`src/common/ccr_defines.svh`:
```
`ifndef CCR_DEFINES_SVH
`define CCR_DEFINES_SVH

// Register indices; the byte address is four times the index.
`define CCR_IDX_CMD 3'h0
`define CCR_IDX_DCR 3'h1
`define CCR_IDX_TCNT 3'h2
`define CCR_IDX_TMSK 3'h3
`define CCR_IDX_LAST 3'h3

// Command register values and masks.
`define CCR_CMD_HW_RST 16'h0094
`define CCR_CMD_SW_CLR 16'h0303
`define CCR_CMD_SW_SET 16'h0084
`define CCR_CMD_WMASK 16'h03BF

// Data configuration register layout.
`define CCR_DCR_HW_CLR 16'hA000
`define CCR_DCR_WMASK 16'hBCFF
`define CCR_DCR_BIT_EXBUS 15
`define CCR_DCR_BIT_LBR 13
`define CCR_DCR_USR_LSB 8

// Timer mask register field.
`define CCR_TMSK_BIT_DONE 0

`endif

```
`src/common/ccr_pkg.sv`:
```
package ccr_pkg;

   typedef struct packed {
      logic [5:0] zero_hi;
      logic load_filter_cmd;
      logic read_resource_cmd;
      logic soft_reset;
      logic zero6;
      logic timer_start_bit;
      logic timer_stop_bit;
      logic receive_enable_cmd;
      logic receive_disable_cmd;
      logic transmit_cmd;
      logic halt_transmit_cmd;
   } ccr_cmd_t;

   typedef struct packed {
      logic filter_done;
      logic resource_done;
      logic end_of_list_flag;
      logic tx_status_wr;
      logic excess_collision_flag;
      logic excess_deferral_flag;
      logic fifo_underrun_flag;
      logic byte_count_mismatch_flag;
      logic rx_busy;
   } ccr_eng_sts_t;

   typedef struct packed {
      logic soft_reset;
      logic crc_disable;
      logic tally_halt;
      logic rx_buffer_en;
   } ccr_ctl_t;

   typedef enum logic [1:0] {
      CCR_RX_OFF = 2'b01,
      CCR_RX_ON = 2'b10
   } ccr_rx_st_t;

endpackage : ccr_pkg

```
`src/design/ccr_timer.sv`:
```
`timescale 1ns/100ps
module ccr_timer #(
   parameter int unsigned WIDTH = 32
) (
   // Clock and reset
   input wire logic clk_sys,
   input wire logic sys_rst,
   // Control
   input wire logic load,
   input wire logic [WIDTH-1:0] load_val,
   input wire logic run,
   // Status
   output logic [WIDTH-1:0] count,
   output logic expired
);

   logic [WIDTH-1:0] count_q;
   logic expired_q;

   // The count parks at zero so a late start cannot wrap it round.
   always_ff @(posedge clk_sys or posedge sys_rst) begin
      if (sys_rst) begin
         count_q <= '0;
      end else if (load) begin
         count_q <= load_val;
      end else if (run && count_q != '0) begin
         count_q <= count_q - WIDTH'(1);
      end
   end

   always_ff @(posedge clk_sys or posedge sys_rst) begin
      if (sys_rst) begin
         expired_q <= 1'b0;
      end else begin
         expired_q <= !load && run && count_q == WIDTH'(1);
      end
   end

   assign count = count_q;
   assign expired = expired_q;
endmodule : ccr_timer

```
`src/design/ccr_command_regs.sv`:
```
// Operation
// - Device clears every command bit except soft reset, timer start/stop and receive enable when its operation finishes.
// - Writing zero to a command bit other than soft reset changes nothing unless both receive bits are set.
// - Loaded 32-bit timer decrements only while the start bit is set.
// - Timer reaching zero raises the interrupt when its mask bit is enabled.
// - Hardware reset sets command bits 7, 4, 2 and clears all others.
// - Soft reset clears bits 9, 8, 1, 0, sets 7, 2, keeps others.
// - Soft reset holds state machines, disables CRC, halts tallies until cleared.
// - Load filter command loads filter memory from the filter descriptor pointer.
// - Read resource command fetches next receive resource descriptor.
// - Start bit starts timer and clears stop; stop halts and clears start.
// - Start and stop written together stop the timer.
// - Receive enable starts buffering, clears disable, waits for idle network.
// - Receive disable stops buffering after current packet, clears enable; tallies run.
// - With both receive bits set, writing zero to either clears it.
// - Transmit command loads transmit registers from descriptors and sends packets.
// - Transmit command clears on end of list, halt, or any abort.
// - Halt stops transmit after current packet and clears the transmit command.
// - Halt is sampled only after the packet status field is written.
// - Hardware reset clears configuration bits 15, 13; soft reset keeps all.
// - Configuration writes outside soft reset are ignored.
`timescale 1ns/100ps
`include "ccr_defines.svh"
module ccr_command_regs #(
   parameter int unsigned ADDR_W = 5,
   parameter int unsigned TIMER_W = 32
) (
   // Clock and reset
   input wire logic clk_sys,
   input wire logic sys_rst,
   // Avalon-MM slave
   input wire logic [ADDR_W-1:0] avs_address,
   input wire logic avs_read,
   input wire logic avs_write,
   input wire logic [31:0] avs_writedata,
   input wire logic [3:0] avs_byteenable,
   output logic [31:0] avs_readdata,
   output logic avs_waitrequest,
   // Engine status and straps
   input wire ccr_pkg::ccr_eng_sts_t eng_sts,
   input wire logic [1:0] usr_strap,
   // Engine control
   output ccr_pkg::ccr_cmd_t cmd,
   output ccr_pkg::ccr_ctl_t ctl,
   output logic [15:0] data_config,
   output logic timer_irq
);

   ccr_pkg::ccr_cmd_t cmd_q;
   ccr_pkg::ccr_cmd_t cmd_d;
   ccr_pkg::ccr_cmd_t wcmd;
   ccr_pkg::ccr_rx_st_t rx_q;
   ccr_pkg::ccr_rx_st_t rx_d;
   logic last_en_q;
   logic last_en_d;
   logic acc_q;
   logic req;
   logic acc_wr;
   logic acc_rd;
   logic [2:0] idx;
   logic idx_ok;
   logic [31:0] lane_mask;
   logic [31:0] wdata;
   logic wr_cmd;
   logic wr_dcr;
   logic wr_tcnt;
   logic wr_tmsk;
   logic [31:0] readdata_q;
   logic [31:0] rd_mux;
   logic tx_abort;
   logic tx_end;
   logic halt_now;
   logic exbus_q;
   logic lbr_q;
   logic [15:0] dcr_rest_q;
   logic [1:0] usr_q;
   logic usr_taken_q;
   logic tmask_q;
   logic irq_q;
   logic [TIMER_W-1:0] tcount;
   logic texpired;
   logic boot_q;

   // Bus slave: one wait cycle, then the request is taken at the next edge.
   assign req = avs_read | avs_write;
   assign avs_waitrequest = req & ~acc_q;
   assign acc_wr = avs_write & acc_q;
   assign acc_rd = avs_read & acc_q;
   assign idx = avs_address[4:2];
   assign idx_ok = avs_address[1:0] == 2'h0 && idx <= `CCR_IDX_LAST;
   assign lane_mask = {{8{avs_byteenable[3]}}, {8{avs_byteenable[2]}},
                       {8{avs_byteenable[1]}}, {8{avs_byteenable[0]}}};
   assign wdata = avs_writedata & lane_mask;
   assign wr_cmd = acc_wr && idx_ok && idx == `CCR_IDX_CMD;
   assign wr_dcr = acc_wr && idx_ok && idx == `CCR_IDX_DCR;
   assign wr_tcnt = acc_wr && idx_ok && idx == `CCR_IDX_TCNT;
   assign wr_tmsk = acc_wr && idx_ok && idx == `CCR_IDX_TMSK;
   assign wcmd = ccr_pkg::ccr_cmd_t'(wdata[15:0] & `CCR_CMD_WMASK);

   always_ff @(posedge clk_sys or posedge sys_rst) begin
      if (sys_rst) begin
         acc_q <= 1'b0;
      end else begin
         acc_q <= req & ~acc_q;
      end
   end

   always_comb begin
      rd_mux = 32'h0000_0000;
      if (idx_ok) begin
         case (idx)
            `CCR_IDX_CMD: rd_mux = {16'h0000, cmd_q};
            `CCR_IDX_DCR: rd_mux = {16'h0000, data_config};
            `CCR_IDX_TCNT: rd_mux = 32'(tcount);
            `CCR_IDX_TMSK: rd_mux = {31'h0000_0000, tmask_q};
            default: rd_mux = 32'h0000_0000;
         endcase
      end
   end

   // Read data is caught in the wait cycle and stands while waitrequest is low.
   always_ff @(posedge clk_sys or posedge sys_rst) begin
      if (sys_rst) begin
         readdata_q <= 32'h0000_0000;
      end else if (avs_read && !acc_q) begin
         readdata_q <= rd_mux;
      end
   end

   assign avs_readdata = readdata_q;

   // Transmit completion terms.
   assign tx_abort = eng_sts.excess_collision_flag | eng_sts.excess_deferral_flag |
                     eng_sts.fifo_underrun_flag | eng_sts.byte_count_mismatch_flag;
   assign tx_end = eng_sts.end_of_list_flag | tx_abort;
   assign halt_now = eng_sts.tx_status_wr && cmd_q.halt_transmit_cmd && cmd_q.transmit_cmd;

   // Completions are applied before host writes, so a set in the same cycle wins.
   always_comb begin
      cmd_d = cmd_q;
      last_en_d = last_en_q;
      rx_d = rx_q;
      if (eng_sts.filter_done) begin
         cmd_d.load_filter_cmd = 1'b0;
      end
      if (eng_sts.resource_done) begin
         cmd_d.read_resource_cmd = 1'b0;
      end
      if (tx_end || halt_now) begin
         cmd_d.transmit_cmd = 1'b0;
         cmd_d.halt_transmit_cmd = 1'b0;
      end
      if (cmd_q.halt_transmit_cmd && !cmd_q.transmit_cmd) begin
         cmd_d.halt_transmit_cmd = 1'b0;
      end
      if (wr_cmd) begin
         if (wcmd.soft_reset) begin
            cmd_d = ccr_pkg::ccr_cmd_t'((cmd_d & ~`CCR_CMD_SW_CLR) | `CCR_CMD_SW_SET);
            last_en_d = 1'b0;
         end else if (cmd_q.soft_reset) begin
            // Other bits of the write that leaves reset are dropped.
            cmd_d.soft_reset = 1'b0;
         end else begin
            if (cmd_q.receive_enable_cmd && cmd_q.receive_disable_cmd) begin
               cmd_d.receive_enable_cmd = wcmd.receive_enable_cmd;
               cmd_d.receive_disable_cmd = wcmd.receive_disable_cmd;
            end
            // Only ones take effect; zeros leave the bits alone.
            if (wcmd.load_filter_cmd) begin
               cmd_d.load_filter_cmd = 1'b1;
            end
            if (wcmd.read_resource_cmd) begin
               cmd_d.read_resource_cmd = 1'b1;
            end
            if (wcmd.transmit_cmd) begin
               cmd_d.transmit_cmd = 1'b1;
            end
            if (wcmd.halt_transmit_cmd) begin
               cmd_d.halt_transmit_cmd = 1'b1;
            end
            if (wcmd.timer_start_bit && wcmd.timer_stop_bit) begin
               cmd_d.timer_stop_bit = 1'b1;
               cmd_d.timer_start_bit = 1'b0;
            end else if (wcmd.timer_start_bit) begin
               cmd_d.timer_start_bit = 1'b1;
               cmd_d.timer_stop_bit = 1'b0;
            end else if (wcmd.timer_stop_bit) begin
               cmd_d.timer_stop_bit = 1'b1;
               cmd_d.timer_start_bit = 1'b0;
            end
            if (wcmd.receive_enable_cmd) begin
               cmd_d.receive_enable_cmd = 1'b1;
               last_en_d = 1'b1;
               cmd_d.receive_disable_cmd = cmd_d.receive_disable_cmd | (eng_sts.rx_busy && rx_q != ccr_pkg::CCR_RX_ON);
            end
            if (wcmd.receive_disable_cmd) begin
               cmd_d.receive_disable_cmd = 1'b1;
               last_en_d = 1'b0;
            end
         end
      end
      // The receive bits settle only while no packet is arriving.
      if (cmd_q.soft_reset || cmd_d.soft_reset) begin
         rx_d = ccr_pkg::CCR_RX_OFF;
      end else if (!eng_sts.rx_busy) begin
         if (cmd_d.receive_enable_cmd && (!cmd_d.receive_disable_cmd || last_en_d)) begin
            cmd_d.receive_disable_cmd = 1'b0;
            rx_d = ccr_pkg::CCR_RX_ON;
         end else if (cmd_d.receive_disable_cmd) begin
            cmd_d.receive_enable_cmd = 1'b0;
            cmd_d.receive_disable_cmd = 1'b0;
            rx_d = ccr_pkg::CCR_RX_OFF;
         end
      end
   end

   always_ff @(posedge clk_sys or posedge sys_rst) begin
      if (sys_rst) begin
         cmd_q <= ccr_pkg::ccr_cmd_t'(`CCR_CMD_HW_RST);
      end else begin
         cmd_q <= cmd_d;
      end
   end

   always_ff @(posedge clk_sys or posedge sys_rst) begin
      if (sys_rst) begin
         last_en_q <= 1'b0;
      end else begin
         last_en_q <= last_en_d;
      end
   end

   always_ff @(posedge clk_sys or posedge sys_rst) begin
      if (sys_rst) begin
         rx_q <= ccr_pkg::CCR_RX_OFF;
      end else begin
         case (rx_q)
            ccr_pkg::CCR_RX_OFF: rx_q <= rx_d;
            ccr_pkg::CCR_RX_ON: rx_q <= rx_d;
            default: rx_q <= ccr_pkg::CCR_RX_OFF;
         endcase
      end
   end

   // Configuration bits cleared by hardware reset.
   always_ff @(posedge clk_sys or posedge sys_rst) begin
      if (sys_rst) begin
         exbus_q <= 1'b0;
         lbr_q <= 1'b0;
      end else if (wr_dcr && cmd_q.soft_reset) begin
         if (lane_mask[`CCR_DCR_BIT_EXBUS]) begin
            exbus_q <= wdata[`CCR_DCR_BIT_EXBUS];
         end
         if (lane_mask[`CCR_DCR_BIT_LBR]) begin
            lbr_q <= wdata[`CCR_DCR_BIT_LBR];
         end
      end
   end

   // The remaining bits deliberately have no reset: a hardware reset keeps them.
   always_ff @(posedge clk_sys) begin
      if (wr_dcr && cmd_q.soft_reset) begin
         dcr_rest_q <= (dcr_rest_q & ~lane_mask[15:0]) | (wdata[15:0] & lane_mask[15:0]);
      end
   end

   // The user straps are caught at the first edge after reset is released.
   always_ff @(posedge clk_sys or posedge sys_rst) begin
      if (sys_rst) begin
         usr_taken_q <= 1'b0;
      end else begin
         usr_taken_q <= 1'b1;
      end
   end

   always_ff @(posedge clk_sys) begin
      if (!usr_taken_q) begin
         usr_q <= usr_strap;
      end
   end

   assign data_config = {exbus_q, 1'b0, lbr_q, dcr_rest_q[12:10], usr_q, dcr_rest_q[7:0]};

   // Timer.
   always_ff @(posedge clk_sys or posedge sys_rst) begin
      if (sys_rst) begin
         tmask_q <= 1'b0;
      end else if (wr_tmsk && avs_byteenable[0]) begin
         tmask_q <= wdata[`CCR_TMSK_BIT_DONE];
      end
   end

   ccr_timer #(
      .WIDTH(TIMER_W)
   ) u_timer (
      .clk_sys(clk_sys),
      .sys_rst(sys_rst),
      .load(wr_tcnt),
      .load_val(TIMER_W'((avs_writedata & lane_mask) | (32'(tcount) & ~lane_mask))),
      .run(cmd_q.timer_start_bit),
      .count(tcount),
      .expired(texpired)
   );

   always_ff @(posedge clk_sys or posedge sys_rst) begin
      if (sys_rst) begin
         irq_q <= 1'b0;
      end else begin
         irq_q <= texpired && tmask_q;
      end
   end

   assign timer_irq = irq_q;
   assign cmd = cmd_q;
   // Tallies stop only in soft reset, never because the receiver is disabled.
   assign ctl.soft_reset = cmd_q.soft_reset;
   assign ctl.crc_disable = cmd_q.soft_reset;
   assign ctl.tally_halt = cmd_q.soft_reset;
   assign ctl.rx_buffer_en = rx_q == ccr_pkg::CCR_RX_ON;

   always_ff @(posedge clk_sys or posedge sys_rst) begin
      if (sys_rst) begin
         boot_q <= 1'b1;
      end else begin
         boot_q <= 1'b0;
      end
   end
endmodule : ccr_command_regs

```
`config.mk`:
```
export PLATFORM = sky130hd
export DESIGN_NAME = ccr_command_regs
export DESIGN_NICKNAME = d
export VERILOG_FILES = /design/src/common/ccr_pkg.sv /design/src/design/ccr_timer.sv /design/src/design/ccr_command_regs.sv
export VERILOG_INCLUDE_DIRS = /design/src /design/src/common
export SDC_FILE = /design/constraint.sdc
export NUM_CORES = 1
export LEC_CHECK = 0
export ABC_AREA = 1
export ABC_CLOCK_PERIOD_IN_PS = 2200
export BUFFER_PORTS_ARGS = -buffer_cell sky130_fd_sc_hd__buf_2
export CORE_ASPECT_RATIO = 0.9
export CORE_MARGIN = 2
export CORE_UTILIZATION = 40
export CTS_BUF_LIST = sky130_fd_sc_hd__clkbuf_2
export DETAILED_ROUTE_END_ITERATION = 8
export PLACE_DENSITY = 0.73
export SLEW_MARGIN = 20
export SYNTH_ARGS = -nofsm -noshare
export SYNTH_HDL_FRONTEND = slang
export SYNTH_SLANG_ARGS = --single-unit
```
`constraint.sdc`:
```
create_clock -name clk_sys -period 2.2 [get_ports clk_sys]
set_input_delay 0.11 -clock clk_sys [delete_from_list [all_inputs] [get_ports clk_sys]]
set_output_delay 0.11 -clock clk_sys [all_outputs]
set_load 0.02 [all_outputs]
```
======== Yosys cells after proc, flatten, opt, wreduce, memory -nomap -nowiden ========
Cells that the tools add are included.
W data, S select, Z words.
cells by class
  reduce and logical (&&, ||, !) cells .... 36
  shift-type cells ........................ 0
  multiplexer cells ....................... 41
  div/mod/pow operators ................... 0
  equality and inequality tests ........... 9
  $add $sub $neg .......................... 1
  multiply operators ...................... 0
  bitwise gates (word level) .............. 19
  order comparisons ....................... 1
operators by type and width
  operator                 count
  $pmux W32 S4             1
  $mux W32                 3
  $and A32 B32 Y32         2
  $mux W2                  18
  $and A16 B16 Y16         2
  $eq A32 B1 Y1 const B    1
  $not A32 Y32             1
  $or A32 B32 Y32          1
  $reduce_bool A32 Y1      1
  $sub A32 B1 Y32 const B  1
  $logic_and A1 B1 Y1      20
  $not A16 Y16             1
  $or A16 B16 Y16          1
  $mux W1                  15
  $mux W6                  2
  $mux W10                 1
  $eq A3 B2 Y1 const B     2
  $or A1 B1 Y1             6
  $logic_not A1 Y1         4
  $ne A4 B1 Y1 const B     1
  $reduce_and A2 Y1        2
  $reduce_and A4 Y1        1
  $eq A3 B1 Y1 const B     1
  $le A3 B2 Y1 const B     1
  other kinds (13)         18
word-level totals
  bits in latches ......................... 0
  flip-flop bits (word level) ............. 101
  RAM bits ................................ 0
  output and inout bits ................... 70
  ROM bits ................................ 0
  input port bits ......................... 56
  memories ................................ 0

======== Depth between registers and ports, before layout ========
  word-level depth ........................ 18
  mapped depth ............................ 13
  gate-level depth less buffers ........... 13

======== Hierarchy ========
Synthesis repeated with hierarchy kept, for this count alone.
second synthesis, totals
  cell total of the unflattened synthesis .. 840
  area, all modules ....................... 6,078.3 um^2
by module, submodules not included
  module            cells each  area each (um^2)  sequential area each (um^2)  instances
  ccr_command_regs  394         3,457.1           1,646.6                      1
  ccr_timer         446         2,621.3           825.8                        1

======== Worst setup path before layout ========
Ideal clock, no wire load.
  path type ............................... register -> register
  from .................................... reg acc_q
  to ...................................... reg with a tool-made name
  setup time .............................. 370 ps
  setup slack ............................. 581 ps
  arrival ................................. 1,248 ps
  clock period less this slack ............ 1,619 ps
  required time ........................... 1,830 ps
  stages on the path, launching flop included .. 6
  path through ............................ dfrtp_1 > buf_4 > nand2_2 > nor2_2 > nand3_1 > nor2_1
RTL lines
  element                 RTL line                 RTL
  from (decl)             ccr_command_regs.sv:56   logic acc_q;
  from (signal assigned)  ccr_command_regs.sv:104  acc_q <= req & ~acc_q;

==> flow_summary.toml <==
[outcome]
status = "finished, final reports clean"

[yosys]
yosys.area_share.simple_pct = 28.8
synth_flop_cell = "dfrtp_1"
async_flop_share_pct = 86.5
synth_fa_ha_area_share_pct = 0.902
synth-edff-count = 13
syn_avg_cell_area_sq_um = 7.35
synth_top_family_by_area = "simple AND/OR/NAND/NOR gates"
netlist_area_sq_um = 5550
muxShareOfSynthArea_pct = 0
ys_seq_area_share_pct = 44.5
ys_ff_latch = 96
synth_compound_area_share_pct = 14.3
ys_types = 38
ys_warn_count = 0
synth-xor-area-share_pct = 1.42
syn_inst = 755

[route]
drt-initial-drc-count = 594
wirelength_microns = 17500
route.detailed.drc = 0
vias = 5733
via_per_inst = 5.21
routedWlPerCell_microns = 15.9
dr.pass1.iters = 5
ant_nets = 0

[sta]
hold_viol_final = 0
finalCritPeriodShare_pct = 95.0
finClkSkew_ns = 0.0369
final-setup-viol-count = 0
fin_tns_setup_ns = 0
tightestPinTransition_ns = 0.545
rsz0062_at_grt = "no"
slew_violations = 0
fmax_ghz = 0.478
timing.slew.headroom_pct = 63.6
period_needed_ns = 2.09

[placement]
gp_congestion = 0.954
dp_cells = 1024
port_buffers = 117
hpwl_microns = 12700
placed_cell_area_sq_um = 6250

[clock_tree]
root_buffer = "clkbuf_2"
cts.path.max_buffers = 2
clock_latency_ns = 0.64
cts_tree = "done"
clock_sink_count = 96
cts_buffers = 9
htreeDepth = 3
path_clk_slew_ns = 0.26

[grt]
antenna_found_initial = 1
grt_max_degree = 43
grt-ovfl-total = 0
grt_pass1_vias = 5153
grt_pass1_wl_microns = 27100
grtUsageTotal_pct = 23.7

[critical_path]
cp-startpoint = "avs_address[4]"
crit_fanout = 17
critical_path.startpoint_type = "input port"
timing.rr.start = "acc_q$_DFF_PP0_"
cp_data_required_time_ns = 2.80
endpoint_kind = "register"
crit_type = "input port to register"
r2r_cells = 10
r2r_slack_ns = 0.16
worstPathArrival_ns = 2.69

[floorplanning]
die_y_microns = 116
die_w_microns = 128
ioPinCount = 126
rows = 40
floorplan.initialDensity_pct = 41.2
die_area_sq_um = 14800
core_area_sq_um = 13500

[layout]
area_growth_pct = 26.5
drive_above_1_share_pct = 18.7
final_area_sq_um = 7020
fin_cells = 1100
final_cell_mix = "197 x nand2_1, 117 x buf_2, 103 x o21ai_0"
nets = 986
layout_commonest_cell = "nand2_1"

[power_and_ir_drop]
total_leakage_power_nw = 3.47
p_per_area_nw_per_um2 = 515
peakVddDrop_uv = 326

[job]
drv_cap = 0

[hold_path]
min_from = "avs_address[2]"
hold_class = "input port to register"
[stage by stage]
stage / setup WS, ns / hold WS [ns] / power, mW / utilization, %
finish: 0.109 / 0.0685 / 3.61 / 52.2
global route: 0.0108 / 0.0528 / 3.78 / 52.2
CTS: 0.0746 / 0.0345 / 3.61 / 52.0
detailed placement: 0.177 / 0.147 / 2.42 / 46.5
global placement: 0.276 / 0.147 / 2.42 / 46.5
floorplan: 0.581 / 0.209 / 2.25 / -
[final cells by class]
cell class,instances,area [sq um]
fillers,1322,6440
multi-input cells,546,2570
repair buffers,189,1290
flip-flops and latches,96,2470
clock buffers,9,45.0
inverters,84,319
clock inverters,7,119
diodes,1,2.50
well taps,168,210
[power by group]
part | switching, mW | internal [mW]
clock | 0.647 | 0.491
combinational | 0.344 | 0.201
sequential | 0.0620 | 1.87
[logic make-up (layout without fill, tap and decap cells)]
| group | after synthesis | count (layout) |
|---|---|---|
| buffers and inverters | 120 | 289 |
| xor gates and xnor gates | 9 | 9 |
| AOI/OAI and AO/OA | 145 | 145 |
| adders and majority gates | 4 | 4 |
| DFF | 96 | 96 |
| other | 2 | 10 |
| and+or+nand+nor | 379 | 379 |
[synthesized netlist by cell type, types with 3 or more instances]
master    number  share of area (%)
o21ai_0      103                9.3
a221oi_1       6               0.95
dfrtp_1       79                 36
nand2_1      198                 13
dfstp_2        4                1.9
a21oi_1       13                1.2
nand3_1       63                5.7
inv_2          5               0.34
nand4_1        6               0.68
buf_4         18                2.4
inv_1         79                5.3
buf_2          6               0.54
o211ai_1       6               0.81
ha_1           4               0.90
o21ai_1        9               0.81
nor2_1        94                6.4
xor2_1         9                1.4
nand2_2        4               0.45
edfxtp_1      13                7.0
clkbuf_1       9               0.61
buf_6          3               0.61
[repair_timing]
| item | 4_1_cts | 5_1_grt |
|---|---|---|
| setup buffers | 0 | 1 |
| endpoints found under the setup margin | 0 | 8 |
| hold buffers | 58 | 0 |
| resized for setup | 0 | 4 |
| endpoints found under the hold margin | 145 | 0 |
[routing by layer]
layer | share of wire, % | track usage (%) | vias up
met5 | 0 | 0 | -
li1 | - | - | 2789
met3 | 8.1 | 4.71 | 31
met1 | 47 | 35.5 | 2667
met4 | 1.9 | 6.89 | 0
met2 | 43 | 34.7 | 246
[worst max-delay path, stage by stage]
cell and delay (ns):
dlygate4sd3_1 0.55, buf_2 0.16, nor3_4 0.35, inv_2 0.15, nor2_4 0.25, buf_6 0.23, nand3_1 0.10, dlygate4sd3_1 0.57
o21ai_0 0.07, nand2_1 0.06, nand2_1 0.05
[how the worst min path moves through the flow]
stage	endpoint	cells past startpoint
after floorplan	register	0
after global placement	avs_readdata[24]$_DFFE_PP0P_	2
after detailed placement	avs_readdata[24]$_DFFE_PP0P_	2
after CTS	tmask_q$_DFFE_PP0P_	6
after global routing	avs_readdata[6]$_DFFE_PP0P_	6
final	tmask_q$_DFFE_PP0P_	6
(Power assumes the default switching activity.)
